**src/logic/rtu_consts.svh**
```systemverilog
`ifndef RTU_CONSTS_SVH
`define RTU_CONSTS_SVH

`define CLK_HZ 125000000
`define BAUD_DEF 19200
// one character on the line: 1 start + 8 data + parity/stop pair = 11 bits
`define CHAR_BITS 11
// silent gap of 3.5 characters, held as half characters
`define GAP_HALF_CHARS 7
`define FN_READ_HOLD 8'h03
`define FN_WRITE_ONE 8'h06
`define EXC_FLAG 8'h80
`define EXC_ILL_FUNC 8'h01
`define EXC_ILL_ADDR 8'h02
`define EXC_ILL_DATA 8'h03
`define EXC_DEV_FAIL 8'h04
`define CRC_POLY 16'ha001
`define CRC_INIT 16'hffff
`define HREG_FIRST 40001
`define HREG_LAST 49999
`define HREG_SPAN 16'd9999
`define ADDR_MAX 8'hf7
`define BCAST_ADDR 8'h00
`define RD_MAX 16'h007d
`define FRAME_MIN 8'h04
`define REQ_LEN 8'h08
`define BUF_BYTES 8
`define TX_FIFO_DEPTH 8
`define T_VOL_MS 20
`define T_PAR_MS 50
`define T_CLR_MS 5000

`endif

```
**src/logic/rtu_pkg.sv**
```systemverilog
package rtu_pkg;
   typedef enum logic [3:0] {
      S_RX, S_CHECK, S_WR, S_HDR, S_RDREQ, S_RDWAIT, S_RDH, S_RDL, S_CRCL, S_CRCH, S_END
   } fsm_t;
   typedef enum logic [1:0] {
      CLS_VOLATILE, CLS_PARAM, CLS_CLEAR
   } reg_class_t;
endpackage

```
**src/logic/rtu_slave_frame_handler.sv**
```systemverilog
// Summary of operation
// - Register offsets 0..9998 map holding registers 40001 to 49999.
// - Only 8-bit binary bytes are framed; no ASCII framing.
// - Frame is bytes between silent gaps of 3.5 character times.
// - Address 0 is broadcast, 1..247 match the station number setting.
// - Broadcast write queries are executed but never answered.
// - Broadcast executes regardless of the station number setting.
// - Normal answer echoes address and function byte, then data.
// - Exception answer sets bit 7 of function and carries error code.
// - Bad function, register address or data gives exception answer.
// - Reception, framing or CRC errors drop the query silently.
// - Function 1..255 accepted; unsupported codes get an exception.
// - Read holding registers is not executed when broadcast.
// - Volatile accesses finish within 20 ms.
// - Parameter accesses within 50 ms, clear operations within 5 s.
// - CRC sent low byte first; received CRC recomputed and checked.
// - Character: start, 8 data, parity+1 stop or 2 stops.
`include "rtu_consts.svh"

module byte_fifo #(
   parameter int W = 8,
   parameter int DEPTH = `TX_FIFO_DEPTH
) (
   input wire logic clk_sys, // clock
   input wire logic rst, // sync reset
   input wire logic in_valid, // write strobe
   output logic in_ready, // room left
   input wire logic [W-1:0] in_data, // write data
   output logic out_valid, // data present
   input wire logic out_ready, // drain strobe
   output logic [W-1:0] out_data // head word
);
   localparam int AW = $clog2(DEPTH);
   logic [W-1:0] mem_r [DEPTH];
   logic [AW-1:0] wr_r;
   logic [AW-1:0] rd_r;
   logic [AW-1:0] rd_nxt;
   logic [AW:0] cnt_r;
   logic [AW:0] cnt_nxt;
   logic val_r;
   logic [W-1:0] head_r;
   logic do_wr;
   logic do_rd;

   assign in_ready = (cnt_r != (AW+1)'(DEPTH));
   // head word and valid kept in flops so the outputs leave straight from registers
   assign out_valid = val_r;
   assign out_data = head_r;
   assign do_wr = in_valid && in_ready;
   assign do_rd = val_r && out_ready;
   assign rd_nxt = !do_rd ? rd_r : ((rd_r == AW'(DEPTH-1)) ? '0 : rd_r + 1'b1);
   assign cnt_nxt = cnt_r + (AW+1)'(do_wr) - (AW+1)'(do_rd);

   always_ff @(posedge clk_sys)
   begin
      if (do_wr)
      begin
         mem_r[wr_r] <= in_data;
      end
   end

   always_ff @(posedge clk_sys)
   begin
      if (rst)
      begin
         wr_r <= '0;
         rd_r <= '0;
         cnt_r <= '0;
         val_r <= 1'b0;
         head_r <= '0;
      end
      else
      begin
         if (do_wr)
         begin
            wr_r <= (wr_r == AW'(DEPTH-1)) ? '0 : wr_r + 1'b1;
         end
         rd_r <= rd_nxt;
         cnt_r <= cnt_nxt;
         val_r <= (cnt_nxt != '0);
         // a word written into the slot that becomes the head bypasses the array
         head_r <= (do_wr && wr_r == rd_nxt) ? in_data : mem_r[rd_nxt];
      end
   end
endmodule

module rtu_slave_frame_handler #(
   parameter int unsigned BAUD = `BAUD_DEF,
   // least gap, rounded up to whole cycles
   parameter int unsigned GAP_CYCLES = 32'((64'(`CLK_HZ) * `CHAR_BITS * `GAP_HALF_CHARS
      + 64'(2 * BAUD) - 1) / 64'(2 * BAUD)),
   // longest service times, rounded down
   parameter int unsigned LIM_VOL = 32'(64'(`CLK_HZ) * `T_VOL_MS / 1000),
   parameter int unsigned LIM_PAR = 32'(64'(`CLK_HZ) * `T_PAR_MS / 1000),
   parameter int unsigned LIM_CLR = 32'(64'(`CLK_HZ) * `T_CLR_MS / 1000)
) (
   input wire logic clk_sys, // 125 MHz clock
   input wire logic rst, // sync reset, high
   input wire logic [7:0] slave_station_number_setting, // own address
   input wire logic rx_valid, // received character strobe
   input wire logic [7:0] rx_data, // received character
   input wire logic rx_err, // parity, framing or overrun on this character
   output logic tx_valid, // answer byte available
   output logic [7:0] tx_data, // answer byte
   input wire logic tx_ready, // transmitter takes byte
   output logic reg_rd, // register read pulse
   output logic reg_wr, // register write pulse
   output logic [13:0] reg_addr, // register offset from 40001
   output logic [15:0] reg_wdata, // write data
   input wire logic [15:0] reg_rdata, // read data, valid with ack
   input wire logic reg_ack, // access done
   input wire rtu_pkg::reg_class_t reg_class // service class of addressed register
);
   import rtu_pkg::*;

   fsm_t state_r;
   logic [7:0] rxb_r [`BUF_BYTES];
   logic [7:0] len_r;
   logic [15:0] crc_rx_r;
   logic err_r;
   logic active_r;
   logic [31:0] idle_r;
   logic [15:0] tx_crc_r;
   logic [2:0] idx_r;
   logic [2:0] hdr_n_r;
   logic exc_r;
   logic [7:0] code_r;
   logic is_read_r;
   logic [15:0] left_r;
   logic [13:0] addr_r;
   logic [15:0] rdata_r;
   logic [31:0] wait_r;
   logic reg_rd_r;
   logic reg_wr_r;
   logic gap_hit;
   logic frame_good;
   logic bcast;
   logic addr_hit;
   logic [15:0] start;
   logic [15:0] count;
   logic [31:0] limit;
   logic push;
   logic push_ok;
   logic [7:0] push_data;
   logic fifo_in_ready;

   function automatic logic [15:0] crc_step(input logic [15:0] c, input logic [7:0] b);
      logic [15:0] x;
      x = c ^ {8'h00, b};
      for (int i = 0; i < 8; i++)
      begin
         x = x[0] ? ((x >> 1) ^ `CRC_POLY) : (x >> 1);
      end
      return x;
   endfunction

   // gap counted in 11-bit characters, valid for all framings
   assign gap_hit = (idle_r == GAP_CYCLES);
   // error or crc mismatch drops the frame; residue of good frame is zero
   assign frame_good = !err_r && (len_r >= `FRAME_MIN) && (crc_rx_r == 16'h0000);
   assign bcast = (rxb_r[0] == `BCAST_ADDR);
   assign addr_hit = bcast
      || ((rxb_r[0] <= `ADDR_MAX) && (rxb_r[0] == slave_station_number_setting));
   assign start = {rxb_r[2], rxb_r[3]};
   assign count = {rxb_r[4], rxb_r[5]};

   always_comb
   begin
      unique case (reg_class)
         CLS_VOLATILE: limit = LIM_VOL;
         CLS_PARAM: limit = LIM_PAR;
         CLS_CLEAR: limit = LIM_CLR;
         default: limit = LIM_VOL;
      endcase
   end

   always_comb
   begin
      push_data = 8'h00;
      unique case (state_r)
         S_HDR:
         begin
            unique case (idx_r)
               3'd0: push_data = rxb_r[0];
               3'd1: push_data = exc_r ? (rxb_r[1] | `EXC_FLAG) : rxb_r[1];
               3'd2: push_data = exc_r ? code_r : (is_read_r ? 8'(count << 1) : rxb_r[2]);
               3'd3: push_data = rxb_r[3];
               3'd4: push_data = rxb_r[4];
               default: push_data = rxb_r[5];
            endcase
         end
         S_RDH: push_data = rdata_r[15:8];
         S_RDL: push_data = rdata_r[7:0];
         S_CRCL: push_data = tx_crc_r[7:0];
         S_CRCH: push_data = tx_crc_r[15:8];
         default: push_data = 8'h00;
      endcase
   end

   assign push = (state_r == S_HDR) || (state_r == S_RDH) || (state_r == S_RDL)
      || (state_r == S_CRCL) || (state_r == S_CRCH);
   assign push_ok = push && fifo_in_ready;

   always_ff @(posedge clk_sys)
   begin
      if (rst || rx_valid)
      begin
         idle_r <= '0;
      end
      else if (!gap_hit)
      begin
         idle_r <= idle_r + 1'b1;
      end
   end

   // collect 8-bit bytes of one frame
   always_ff @(posedge clk_sys)
   begin
      if (rst || state_r == S_END)
      begin
         len_r <= '0;
         crc_rx_r <= `CRC_INIT;
         err_r <= 1'b0;
         active_r <= 1'b0;
      end
      // the byte meeting a closing gap and any byte outside S_RX are lost; after idle a byte opens a frame
      else if (state_r == S_RX && rx_valid && !(active_r && gap_hit))
      begin
         active_r <= 1'b1;
         if (len_r < 8'(`BUF_BYTES))
         begin
            rxb_r[len_r[2:0]] <= rx_data;
         end
         if (len_r != 8'hff)
         begin
            len_r <= len_r + 1'b1;
         end
         crc_rx_r <= crc_step(crc_rx_r, rx_data);
         err_r <= err_r | rx_err;
      end
   end

   always_ff @(posedge clk_sys)
   begin
      if (rst || state_r == S_CHECK)
      begin
         tx_crc_r <= `CRC_INIT;
      end
      else if (push_ok && state_r != S_CRCL && state_r != S_CRCH)
      begin
         tx_crc_r <= crc_step(tx_crc_r, push_data);
      end
   end

   always_ff @(posedge clk_sys)
   begin
      if (rst)
      begin
         state_r <= S_RX;
         idx_r <= '0;
         hdr_n_r <= 3'd3;
         exc_r <= 1'b0;
         code_r <= 8'h00;
         is_read_r <= 1'b0;
         left_r <= '0;
         addr_r <= '0;
         rdata_r <= '0;
         wait_r <= '0;
         reg_rd_r <= 1'b0;
         reg_wr_r <= 1'b0;
      end
      else
      begin
         reg_rd_r <= 1'b0;
         reg_wr_r <= 1'b0;
         unique case (state_r)
            S_RX:
            begin
               if (active_r && gap_hit)
               begin
                  state_r <= S_CHECK;
               end
            end
            S_CHECK:
            begin
               idx_r <= '0;
               wait_r <= '0;
               exc_r <= 1'b0;
               is_read_r <= 1'b0;
               hdr_n_r <= 3'd3;
               addr_r <= start[13:0];
               left_r <= count;
               if (!frame_good || !addr_hit)
               begin
                  state_r <= S_END;
               end
               else if (rxb_r[1] != `FN_READ_HOLD && rxb_r[1] != `FN_WRITE_ONE)
               begin
                  exc_r <= 1'b1;
                  code_r <= `EXC_ILL_FUNC;
                  state_r <= bcast ? S_END : S_HDR;
               end
               else if (rxb_r[1] == `FN_READ_HOLD && bcast)
               begin
                  state_r <= S_END;
               end
               else if (len_r != `REQ_LEN)
               begin
                  exc_r <= 1'b1;
                  code_r <= `EXC_ILL_DATA;
                  state_r <= bcast ? S_END : S_HDR;
               end
               else if (rxb_r[1] == `FN_READ_HOLD)
               begin
                  is_read_r <= 1'b1;
                  state_r <= S_HDR;
                  if (count == 16'h0000 || count > `RD_MAX)
                  begin
                     exc_r <= 1'b1;
                     code_r <= `EXC_ILL_DATA;
                  end
                  else if (start >= `HREG_SPAN || count > `HREG_SPAN - start)
                  begin
                     exc_r <= 1'b1;
                     code_r <= `EXC_ILL_ADDR;
                  end
               end
               else if (start >= `HREG_SPAN)
               begin
                  exc_r <= 1'b1;
                  code_r <= `EXC_ILL_ADDR;
                  state_r <= bcast ? S_END : S_HDR;
               end
               else
               begin
                  reg_wr_r <= 1'b1;
                  hdr_n_r <= 3'd6;
                  state_r <= S_WR;
               end
            end
            S_WR:
            begin
               wait_r <= wait_r + 1'b1;
               if (reg_ack)
               begin
                  state_r <= bcast ? S_END : S_HDR;
               end
               // no answer in time gives device failure
               else if (wait_r >= limit - 1)
               begin
                  exc_r <= 1'b1;
                  code_r <= `EXC_DEV_FAIL;
                  hdr_n_r <= 3'd3;
                  state_r <= bcast ? S_END : S_HDR;
               end
            end
            S_HDR:
            begin
               if (fifo_in_ready)
               begin
                  idx_r <= idx_r + 1'b1;
                  if (idx_r == hdr_n_r - 1'b1)
                  begin
                     state_r <= (is_read_r && !exc_r) ? S_RDREQ : S_CRCL;
                  end
               end
            end
            S_RDREQ:
            begin
               reg_rd_r <= 1'b1;
               wait_r <= '0;
               state_r <= S_RDWAIT;
            end
            S_RDWAIT:
            begin
               wait_r <= wait_r + 1'b1;
               if (reg_ack)
               begin
                  rdata_r <= reg_rdata;
                  state_r <= S_RDH;
               end
               // header already gone: a late register reads as zero
               else if (wait_r >= limit - 1)
               begin
                  rdata_r <= 16'h0000;
                  state_r <= S_RDH;
               end
            end
            S_RDH:
            begin
               if (fifo_in_ready)
               begin
                  state_r <= S_RDL;
               end
            end
            S_RDL:
            begin
               if (fifo_in_ready)
               begin
                  addr_r <= addr_r + 1'b1;
                  left_r <= left_r - 1'b1;
                  state_r <= (left_r == 16'h0001) ? S_CRCL : S_RDREQ;
               end
            end
            S_CRCL:
            begin
               if (fifo_in_ready)
               begin
                  state_r <= S_CRCH;
               end
            end
            S_CRCH:
            begin
               if (fifo_in_ready)
               begin
                  state_r <= S_END;
               end
            end
            S_END: state_r <= S_RX;
         endcase
      end
   end

   assign reg_rd = reg_rd_r;
   assign reg_wr = reg_wr_r;
   assign reg_addr = addr_r;
   assign reg_wdata = count;

   byte_fifo #(.W(8), .DEPTH(`TX_FIFO_DEPTH)) u_tx_fifo (
      .clk_sys(clk_sys),
      .rst(rst),
      .in_valid(push),
      .in_ready(fifo_in_ready),
      .in_data(push_data),
      .out_valid(tx_valid),
      .out_ready(tx_ready),
      .out_data(tx_data)
   );

   property p_bcast_silent;
      @(posedge clk_sys) disable iff (rst) push_ok |-> !bcast;
   endproperty
   a_bcast_silent: assert property (p_bcast_silent) else $error("answer on broadcast");

   property p_exc_bit7;
      @(posedge clk_sys) disable iff (rst)
      (push_ok && state_r == S_HDR && idx_r == 3'd1 && exc_r) |-> push_data[7];
   endproperty
   a_exc_bit7: assert property (p_exc_bit7) else $error("exception without bit 7");

   property p_echo_addr;
      @(posedge clk_sys) disable iff (rst)
      (push_ok && state_r == S_HDR && idx_r == 3'd0) |-> push_data == rxb_r[0];
   endproperty
   a_echo_addr: assert property (p_echo_addr) else $error("address not echoed");

   property p_bad_drop;
      @(posedge clk_sys) disable iff (rst)
      (state_r == S_CHECK && !frame_good) |=> state_r == S_END ##1 state_r == S_RX;
   endproperty
   a_bad_drop: assert property (p_bad_drop) else $error("bad frame not dropped");

   property p_no_bcast_read;
      @(posedge clk_sys) disable iff (rst) reg_rd_r |-> !bcast;
   endproperty
   a_no_bcast_read: assert property (p_no_bcast_read) else $error("broadcast read");

   property p_wait_bound;
      @(posedge clk_sys) disable iff (rst)
      (state_r == S_WR || state_r == S_RDWAIT) |-> wait_r < limit;
   endproperty
   a_wait_bound: assert property (p_wait_bound) else $error("service limit passed");

   property p_gap_end;
      @(posedge clk_sys) disable iff (rst)
      (state_r == S_RX && $past(state_r) == S_RX) ##1 state_r == S_CHECK |-> $past(gap_hit);
   endproperty
   a_gap_end: assert property (p_gap_end) else $error("frame ended before gap");

   property p_range;
      @(posedge clk_sys) disable iff (rst) (reg_rd_r || reg_wr_r) |-> 16'(reg_addr) < `HREG_SPAN;
   endproperty
   a_range: assert property (p_range) else $error("access outside holding area");

   property p_unsup;
      @(posedge clk_sys) disable iff (rst)
      (state_r == S_CHECK && frame_good && addr_hit && !bcast
         && rxb_r[1] != `FN_READ_HOLD && rxb_r[1] != `FN_WRITE_ONE)
      |=> state_r == S_HDR && exc_r && code_r == `EXC_ILL_FUNC;
   endproperty
   a_unsup: assert property (p_unsup) else $error("unsupported code not refused");
endmodule

```
**config.mk**
```make
export PLATFORM = sky130hd
export DESIGN_NAME = rtu_slave_frame_handler
export DESIGN_NICKNAME = d
export VERILOG_FILES = /design/src/logic/rtu_pkg.sv /design/src/logic/rtu_slave_frame_handler.sv
export VERILOG_INCLUDE_DIRS = /design/src /design/src/logic
export SDC_FILE = /design/constraint.sdc
export NUM_CORES = 1
export LEC_CHECK = 0
export BUFFER_PORTS_ARGS = -buffer_cell sky130_fd_sc_hd__buf_4
export CORE_MARGIN = 5
export CORE_UTILIZATION = 42
export CTS_CLUSTER_DIAMETER = 60
export DETAILED_ROUTE_END_ITERATION = 12
export GPL_TIMING_DRIVEN = 1
export SKIP_CTS_REPAIR_TIMING = 1
export SYNTH_ARGS = -nofsm -noshare
export SYNTH_HDL_FRONTEND = slang
export SYNTH_SLANG_ARGS = --single-unit
```
**constraint.sdc**
```tcl
create_clock -name clk_sys -period 3.5 [get_ports clk_sys]
set_input_delay 0.7 -clock clk_sys [delete_from_list [all_inputs] [get_ports clk_sys]]
set_output_delay 0.7 -clock clk_sys [all_outputs]
set_load 0.05 [all_outputs]
```
After elaboration in Yosys (flattened, before gate mapping)

Memory sizes are Yosys's and may differ from the RTL's. A register that Yosys moved wholly into a read port is not among the register bits.
Cells that the tools add are included.

Register bits after elaboration: 185
Input port bits: 40
Word-level logic and storage cells: 258
Memory bits (writable): 128
Output and inout bits: 41
Memories kept: 2

Multiplexer cells: 99
Equality and inequality tests: 45
Bitwise gates (word level): 20
Magnitude comparators: 7
Add/sub/neg operators: 13
Reduce and logical (&&, ||, !) cells: 50

Memory list:

| name            | depth | width | read ports | clocked after memory_dff | write ports | RTL line                       | RTL |
|---|---|---|---|---|---|---|---|
| rxb_r           | 8     | 8     | 6          | 0                        | 1           | rtu_slave_frame_handler.sv:117 | `` logic [7:0] rxb_r [`BUF_BYTES]; `` |
| u_tx_fifo.mem_r | 8     | 8     | 1          | 1                        | 1           | rtu_slave_frame_handler.sv:34  | `logic [W-1:0] mem_r [DEPTH];` |

Operator list:

| cell                    | number |
|---|---|
| $mux W16                | 19 |
| $mux W8                 | 13 |
| $mux W4                 | 20 |
| $pmux W8 S5             | 2 |
| $add A32 B1 Y32 const B | 2 |
| $pmux W32 S2            | 1 |
| $pmux W30 S2            | 1 |
| $not A2 Y3              | 16 |
| $pmux W4 S11            | 1 |
| $mux W3                 | 12 |
| $eq A32 B18 Y1 const B  | 1 |
| $ge A32 B32 Y1          | 1 |
| $logic_not A16 Y1       | 2 |
| $pmux W16 S2            | 1 |
| $xor A16 B8 Y16         | 2 |
| $sub A30 B1 Y31 const B | 1 |
| $pmux W14 S2            | 1 |
| $mux W1                 | 23 |
| $eq A16 B1 Y1 const B   | 1 |
| $eq A4 B3 Y1 const B    | 4 |
| $ge A16 B14 Y1 const B  | 1 |
| $gt A16 B16 Y1          | 1 |
| $gt A16 B7 Y1 const B   | 1 |
| $pmux W8 S2             | 1 |
| other kinds (51)        | 106 |

Logic depth before layout (Yosys ltp)

Gate-level depths: netlist of run 1.
An unclocked memory read counts as a cell.

Word-level depth: 22
Depth in mapped cells: 16
Gate-level depth less buffers: 15

By module

From an unflattened synthesis of run 1, not the netlist that was laid out.

Cell total of the unflattened synthesis: 1,634
Area, all modules: 15,421.0 um2

Modules (own cells, without submodules):

| module                  | cells an instance | instances | area an instance (um2) |
|---|---|---|---|
| rtu_slave_frame_handler | 1,371             | 1         | 11,855.1 |
| byte_fifo               | 263               | 1         | 3,565.9 |

Worst setup path after synthesis of run 1

Ideal clock, no wire load.

Path kind: input-to-reg
Start point: in reg_class[0]
End point: reg rdata_r[10]
Stages on the path: 15
Buffers on the path: 2
Slack: -0.174 ns
Library setup time: 0.065 ns
Arrival: 3.609 ns
Cells stage by stage: inv_1 -> ha_1 -> ha_1 -> a21oi_1 -> nor2_1 -> a2111oi_0 -> o21ai_0 -> a2111oi_0 -> o21ai_0 -> a211oi_1 -> nand2b_1 -> clkbuf_1 -> clkbuf_1 -> a22oi_1 -> nor2_1

Word-level cells in the longest chain between the ends: 6

Ends and longest elaborated chain:

| item                                                | RTL line                       | RTL |
|---|---|---|
| from (decl)                                         | rtu_slave_frame_handler.sv:112 | `input wire rtu_pkg::reg_class_t reg_class` |
| $eq A2 B2 Y1 / $eq A2 B1 Y1 (equally long branches) | rtu_slave_frame_handler.sv:169 | `unique case (reg_class)` |
| $pmux W30 S2 (*)                                    | rtu_slave_frame_handler.sv:169 |  |
| $sub A30 B1 Y31 (*)                                 | rtu_slave_frame_handler.sv:383 | `else if (wait_r >= limit - 1)` |
| $ge A32 B32 Y1 (*)                                  | rtu_slave_frame_handler.sv:383 |  |
| $reduce_bool A2 Y1 (no source line) (*)             | -                              |  |
| $reduce_and A2 Y1 (no source line) (*)              | -                              |  |
| to (signal assigned)                                | rtu_slave_frame_handler.sv:379 | `rdata_r <= reg_rdata;` |
| to (decl)                                           | rtu_slave_frame_handler.sv:131 | `logic [15:0] rdata_r;` |

Every way passes the cells marked *; elsewhere a longest branch is shown, timed or not.
A chain may end at the register's enable or synchronous reset.

Worst setup path after layout of run 1

Start point: in reg_class[0]
End point: reg state_r[0]

Word-level cells in the longest chain between the ends: 6

Ends and longest elaborated chain:

| item                                                | RTL line                                                       | RTL |
|---|---|---|
| $eq A2 B2 Y1 / $eq A2 B1 Y1 (equally long branches) | rtu_slave_frame_handler.sv:169                                 |  |
| $pmux W30 S2 (*)                                    | rtu_slave_frame_handler.sv:169                                 |  |
| $sub A30 B1 Y31 (*)                                 | rtu_slave_frame_handler.sv:349, rtu_slave_frame_handler.sv:383 |  |
| $ge A32 B32 Y1 (*)                                  | rtu_slave_frame_handler.sv:349, rtu_slave_frame_handler.sv:383 |  |
| $ne A3 B3 Y1 (no source line)                       | -                                                              |  |
| $reduce_and A9 Y1 (no source line) (*)              | -                                                              |  |
| to (signal assigned)                                | rtu_slave_frame_handler.sv:346                                 | `state_r <= bcast ? S_END : S_HDR;` |
| to (signal assigned)                                | rtu_slave_frame_handler.sv:354                                 | `state_r <= bcast ? S_END : S_HDR;` |
| to (signal assigned)                                | rtu_slave_frame_handler.sv:364                                 | `state_r <= (is_read_r && !exc_r) ? S_RDREQ : S_CRCL;` |
| to (decl)                                           | rtu_slave_frame_handler.sv:116                                 | `fsm_t state_r;` |

Marks and branches as above.

==> results of run 1 <==
metrics by stage:
stage | setup TNS [ns] | utilization [%] | worst slack (ns) | cell area, um^2 | std cells
6_report | 0 | 50.46 | 0.1660 | 18390 | 2307
5_1_grt | -0.1464 | 50.46 | -0.06303 | 18390 | 2307
4_1_cts | -0.1043 | 49.85 | -0.05230 | 18160 | 2295
3_5_place_dp | -9.331 | 46.69 | -0.4728 | 17010 | 2232
3_3_place_gp | -8.516 | 46.69 | -0.4425 | 17010 | 2232
2_1_floorplan | 0 | - | 0.004464 | 15400 | 1676
worst max path at each step:
stage	from	endpoint	cells past startpoint
after global routing	rxb_r[3][4]$_DFFE_PP_	code_r[1]$_SDFFE_PP0P_	13
after detailed placement	reg_class[0]	state_r[0]$_SDFFE_PP0P_	14
after CTS	rxb_r[3][5]$_DFFE_PP_	code_r[1]$_SDFFE_PP0P_	13
after floorplan	reg_class[0]	rdata_r[10]$_SDFFE_PP0P_	15
final	reg_class[0]	state_r[0]$_SDFFE_PP0P_	14
after global placement	reg_class[0]	state_r[0]$_SDFFE_PP0P_	14
placed cells by master (no fill, tap or decap), types with 30 or more instances in the layout:
| cell | n |
|---|---|
| a211oi_1 | 50 |
| buf_4 | 191 |
| a22oi_1 | 30 |
| o21ai_0 | 62 |
| nand3_1 | 69 |
| xor2_1 | 50 |
| dfxtp_1 | 184 |
| inv_1 | 49 |
| nor3_1 | 40 |
| ha_1 | 58 |
| nor2_1 | 179 |
| a21oi_1 | 99 |
| nand2_1 | 178 |
| clkbuf_16 | 36 |
| edfxtp_1 | 112 |
| xnor2_1 | 39 |
power by group through the flow:
stage          Clock (W)  Combinational [W]  Sequential [W]
2_1_floorplan          0            0.00274         0.00478
3_3_place_gp           0            0.00407         0.00455
3_5_place_dp           0            0.00413         0.00456
4_1_cts          0.00374            0.00415         0.00449
5_1_grt          0.00392            0.00467         0.00456
6_report         0.00365            0.00423         0.00450
per-layer routing:
metal	track usage [%]	vias up
li1	-	6450
met1	28.10	6286
met2	32.36	330
met3	2.804	57
met4	4.761	0
met5	0	-
logic make-up after synthesis:
logic type	after synthesis	share of synthesized area, %
AO/OA/AOI/OAI	397	17.09
adder cells (fa/ha/maj)	63	5.169
flip-flops	299	46.16
multiplexers	31	2.121
buffers and inverters	142	3.584
AND/OR/NAND/NOR	650	20.24
XOR/XNOR	94	5.632
worst reg2reg max path, stage by stage, from the launching register on:
cell and delay [ns]:
edfxtp_1 0.50, nor4_4 0.36, nor2_1 0.10, or3_1 0.35, a21oi_1 0.20, xor2_1 0.17, ha_1 0.28, a211oi_1 0.24
nand2_1 0.13, nor3_2 0.21, o211ai_1 0.20, a21boi_1 0.21, buf_4 0.14, mux2i_1 0.17
area by class of cell:
| type | count | area, um^2 |
|---|---|---|
| timing repair buffer | 192 | 1454 |
| clock inverter | 16 | 180.2 |
| sequential | 299 | 7113 |
| multi-input combinational | 1235 | 7893 |
| fill | 3398 | 18050 |
| tap | 468 | 585.6 |
| clock buffer | 47 | 972.2 |
| inverter | 50 | 187.7 |
flip-flops by register name (all words and copies together) (netlist names), 8 cells and up:
name and cells:
u_tx_fifo.mem_r 64, rdata_r 16, tx_crc_r 16, reg_addr 14
left_r 16, len_r 8, rxb_r 48, wait_r 32
idle_r 32, crc_rx_r 16, u_tx_fifo.out_data 8
cell usage after synthesis (4+ instances only):
library cell / number
o211ai_1: 27
a2111oi_0: 5
a21o_1: 7
a31oi_1: 16
o21a_1: 7
a211oi_1: 51
clkbuf_1: 79
and3_1: 27
or2_2: 5
inv_1: 50
mux2i_1: 21
dfxtp_1: 187
nor3b_1: 7
nand4_1: 24
nor3_1: 42
a221oi_1: 5
o221ai_1: 5
o21ai_0: 67
nand3_1: 69
or4_1: 8
o22ai_1: 15
and4_1: 4
edfxtp_1: 112
a22oi_1: 30
buf_2: 8
a21oi_1: 104
nor4_1: 23
ha_1: 62
and2_1: 20
mux2_2: 9
nand2_1: 178
or3_1: 19
nand2b_1: 11
a311oi_1: 18
xnor2_1: 41
xor2_1: 50
a222oi_1: 6
nor2b_1: 14
nor4b_1: 6
nor2_1: 179
==> flow_metrics.tcl, run 1 <==
set metrics [dict create \
    clkPwrFrac_pct 29.5 \
    vias_per_cell 5.688 \
    yosysTopAreaCell "dfxtp_1" \
    layout-drive-gt1-share_pct 16.20 \
    yosysUniqueCellTypes 76 \
    grt_pass1_wl_um 66990 \
    initial_utilization_pct 42.25 \
    grt_max_degree 64 \
    htree_levels 2 \
    clock_sinks 299 \
    ant_nets 0 \
    met1_length_um 19250 \
    grtUsageTotal_pct 19.85 \
    synth.avg_cell_area_um2 9.185 \
    port_buffers 80 \
    clockBufferDepth 3 \
    hold_path_class "input pin to flip-flop" \
    totalWireLength_um 41590 \
    die-height_um 201.5 \
    power.density_nw_per_um2 673.1 \
    top_layer "met4" \
    synth_top_area_share_pct 24.32 \
    cts_tree "done" \
    status "finished, final reports clean" \
    synthCells 1676 \
    path_max_fanout 5 \
    seq_area_frac_synth_pct 46.16 \
    synth-edff-count 112 \
    arrival_ns 3.73 \
    syn_nets 1779 \
    slowest_stage "a211oi_2" \
    synth.area.top_cells "dfxtp_1 (24%), edfxtp_1 (22%), ha_1 (5.0%)" \
    cp_cell_sequence "buf_4 > inv_1 > ha_4 > ha_1 > a21oi_2 > nor2_1 > a2111oi_2 > o21ai_1 > a2111oi_1 > o21ai_1 > a211oi_2 > a211o_1 > a2111oi_0 > a2111oi_0" \
    slew_violations 0 \
    io_pins 81 \
    setup_viol 0 \
    firstDrtPassIters 8 \
    slowest_delay_ns 0.39 \
    syn_area_um2 15390 \
    min_to "err_r$_SDFFE_PP0P_" \
    gp_congestion 0.8777 \
    fmax_mhz 299.9 \
    r2r_slack_ns 0.20 \
    drv_cap 0 \
    hold_violations 0 \
    worst_skew_pair.late_latency_ns 0.52 \
    area_delta_synth_final_pct 19.42 \
    skew_ns 0.02805 \
    hold_depth 3 \
    antenna_found_initial 0 \
    yosys_warnings 0 \
    first_global_vias 12360 \
    rr_startpoint "rxb_r[3][4]$_DFFE_PP_" \
    p_comb_share_pct 34.2 \
    p_int_w 0.008021 \
    leakage_nw 6.990 \
    cts.clk_slew.worst_paths_ns 0.06 \
    grt-ovfl-total 0 \
    critPathBufInv 2 \
    worst_pin_slew_ns 1.198 \
    num_vias 13120 \
    critPathTopFamily "compound AO/OA/AOI/OAI gates" \
    hold_start "rx_err" \
    fin_crit_sh_pct 95.26 \
    wl_met2_um 19410 \
    r2r_end "code_r[1]$_SDFFE_PP0P_" \
    final_nets 1917 \
    num_rows 70 \
    finalPower_w 0.01238 \
    cts_buffers 36 \
    pwr-share-seq_pct 36.3 \
    rr_worst_depth 13 \
    drc 0 \
    fin_crit_ns 3.334 \
    required_ns 3.90 \
    cts_root_buffer "clkbuf_16" \
    max_slew_margin_pct 19.29 \
    dp.final_hpwl_um 29030 \
    worstSetupEndpointType "flip-flop" \
    avgRoutedWirePerCell_um 18.03 \
    start_kind "input pin" \
    diodes 0 \
    ir_drop_uv 353.3 \
    async_reset_ff_share_pct 0 \
    drt_iter0_drc 939 \
    hold_ws_ns 0.4158 \
    path_class "input pin to flip-flop" \
    sw_frac_of_total_pct 35.19 \
    ys_ff_latch 299 \
    die_w_um 201.5 \
    die-area_um2 40580 \
    synth-main-ff-cell "dfxtp_1" \
    wl_met3_um 2072 \
    coreArea_um2 36430 \
    p_sw_w 0.004355 \
]
Note: power is estimated with default switching activity, not from simulation.
==> run 2: changes to the inputs <==
- CELL_PAD_IN_SITES_DETAIL_PLACEMENT: default -> 0
- CELL_PAD_IN_SITES_GLOBAL_PLACEMENT: default -> 1
- CORE_ASPECT_RATIO: default -> 1.4
- PLACE_DENSITY_LB_ADDON: default -> 0.1
==> run 2 against run 1 <==
  * Global-route usage rose by 1.3 points
  * Clock skew shrank 0.014 ns
  * Critical path depth decreased by 2
  * Combinational power up 3%
  * Register-to-register slack worse by 0.06 ns
  * Hold slack gained 0.0091 ns
  * Final cell count rose by 0.26%
  * Clock-buffer cell count shrank 9
  * First-iteration DRC count fell by 3.4%
  * Critical path type is now flip-flop to flip-flop
  * Largest power group unchanged
  * Highest routed layer unchanged
==> flow_metrics.tcl, run 2 (same netlist as run 1, synthesis figures left out) <==
set metrics [dict create \
    status "finished, final reports clean" \
    globalRouteMet3Util_pct 2.338 \
    num_rows 83 \
    fin_crit_sh_pct 96.12 \
    instances_no_fill 2313 \
    area_delta_synth_final_pct 20.08 \
    slowest_stage "or3b_2" \
    num_vias 13100 \
    port_buffers 80 \
    fin_crit_ns 3.364 \
    clock_sinks 299 \
    drt_iter0_drc 907 \
    grt_max_degree 73 \
    hold_ws_ns 0.4249 \
    power.density_nw_per_um2 683.0 \
    ir_drop_uv 420.9 \
    start_kind "flip-flop" \
    initial_utilization_pct 42.23 \
    skew_ns 0.01423 \
    arrival_ns 3.77 \
    grt_pass1_wl_um 68920 \
    fmax_mhz 297.2 \
    htree_levels 2 \
    grt_setup_unrepaired "yes" \
    final_common_cell "buf_4" \
    clockBufferDepth 3 \
    placed_cell_area_um2 17150 \
    die_w_um 171.8 \
    worst_pin_slew_ns 1.106 \
    slowest_delay_ns 0.52 \
    worstSetupEndpointType "flip-flop" \
    cp_cell_sequence "inv_1 > ha_1 > or3b_2 > o221ai_2 > a21oi_2 > o21ai_1 > xnor2_1 > xor3_1 > xnor3_2 > xnor3_1 > nor2_1 > o21ai_1" \
    die-height_um 236.5 \
    cts_buffers 34 \
    leakage_nw 7.051 \
    grtUsageMet1_pct 28.17 \
    gp_congestion 0.8594 \
    totalWireLength_um 43960 \
    met2_usage_pct 36.43 \
    required_ns 3.91 \
    crit_path_frequent_cell "o21ai_1" \
    vias_per_cell 5.662 \
    slew_violations 0 \
    final_cell_mix "buf_4 (198), dfxtp_1 (184), nor2_1 (178), nand2_1 (178), edfxtp_1 (112)" \
    io_pins 81 \
    worst_skew_pair.late_latency_ns 0.52 \
    max_slew_margin_pct 25.49 \
    avgRoutedWirePerCell_um 19.01 \
    dp_slack_ns -0.4089 \
    layout-drive-gt1-share_pct 16.90 \
    largest-register "u_tx_fifo.mem_r" \
    grtUsageTotal_pct 21.16 \
    cts.clk_slew.worst_paths_ns 0.06 \
    critPathBufInv 1 \
    firstDrtPassIters 5 \
    reg_top3 "u_tx_fifo.mem_r (64), rxb_r (48)" \
    setup_viol 0 \
    cts_root_buffer "clkbuf_16" \
    largest_reg_flops 64 \
    dp.final_hpwl_um 30850 \
    top_usage_layer "met2" \
    place_inst 2247 \
    drv_cap 0 \
    coreArea_um2 36450 \
    fill_cells 3457 \
    hold_violations 0 \
    stdcell_area_um2 18490 \
    setup_tns_ns 0 \
    ant_nets 0 \
    diodes 0 \
    worst_slack_ns 0.1357 \
    path_max_fanout 4 \
    hold_path_class "input pin to flip-flop" \
    critPathTopFamily "XOR/XNOR gates" \
    path_class "flip-flop to flip-flop" \
    first_global_vias 12630 \
    antenna_found_initial 0 \
    final_nets 1923 \
    drc 0 \
    cts_tree "done" \
    grt-ovfl-total 0 \
    die-area_um2 40640 \
]
run 2: area by class of cell:
cell class	instances	area, um^2	share of cell area (%)
clock inverter	24	315.3	1.706
clock buffer	38	887.1	4.799
inverter	50	187.7	1.015
tap	467	584.3	3.161
sequential	299	7111	38.46
multi-input combinational	1235	7875	42.60
timing repair buffer	200	1526	8.257
run 2: through the flow:
stage               total power, W  util, %
floorplan                 0.007517        -
global placement          0.008814    47.05
detailed placement        0.008872    47.05
CTS                        0.01273    50.35
global route               0.01333    50.72
finish                     0.01263    50.72
run 2: per-layer routing:
metal	vias to the layer above	routed length, um	part of all wire, %
li1	6439	-	-
met1	6318	19200	44
met2	278	22110	50
met3	61	1646	3.7
met4	0	1007	2.3
met5	-	0	0
run 2: worst paths after layout:
| check | start | endpoint | slack, ns | depth (start not counted) |
|---|---|---|---|---|
| worst min-delay path | reg_rdata[4] | rdata_r[4]$_SDFFE_PP0P_ | 0.42 | 3 |
| worst min register to register | code_r[1]$_SDFFE_PP0P_ | code_r[1]$_SDFFE_PP0P_ | 0.47 | 2 |
| worst max-delay path | idx_r[0]$_SDFFE_PP0P_ | tx_crc_r[0]$_SDFFE_PP1P_ | 0.14 | 12 |
| worst max register to register | idx_r[0]$_SDFFE_PP0P_ | tx_crc_r[0]$_SDFFE_PP1P_ | 0.14 | 12 |
run 2: where the power goes:
group,internal (W),total (W),leakage (nW),switching [W]
registers,0.00410,0.00449,2.55,0.000390
clock network,0.00230,0.00379,0.573,0.00150
logic,0.00179,0.00434,3.93,0.00255
total,0.00819,0.0126,7.05,0.00444
run 2: worst register-to-register path: cells and delay by family, from the launching register on:
family                     cells  cell delay (ns)
AOI/OAI and AO/OA              4             0.56
xor gates and xnor gates       4             1.43
adders and majority gates      1             0.17
buffers and inverters          1             0.11
DFF                            1             0.35
and+or+nand+nor                2             0.62
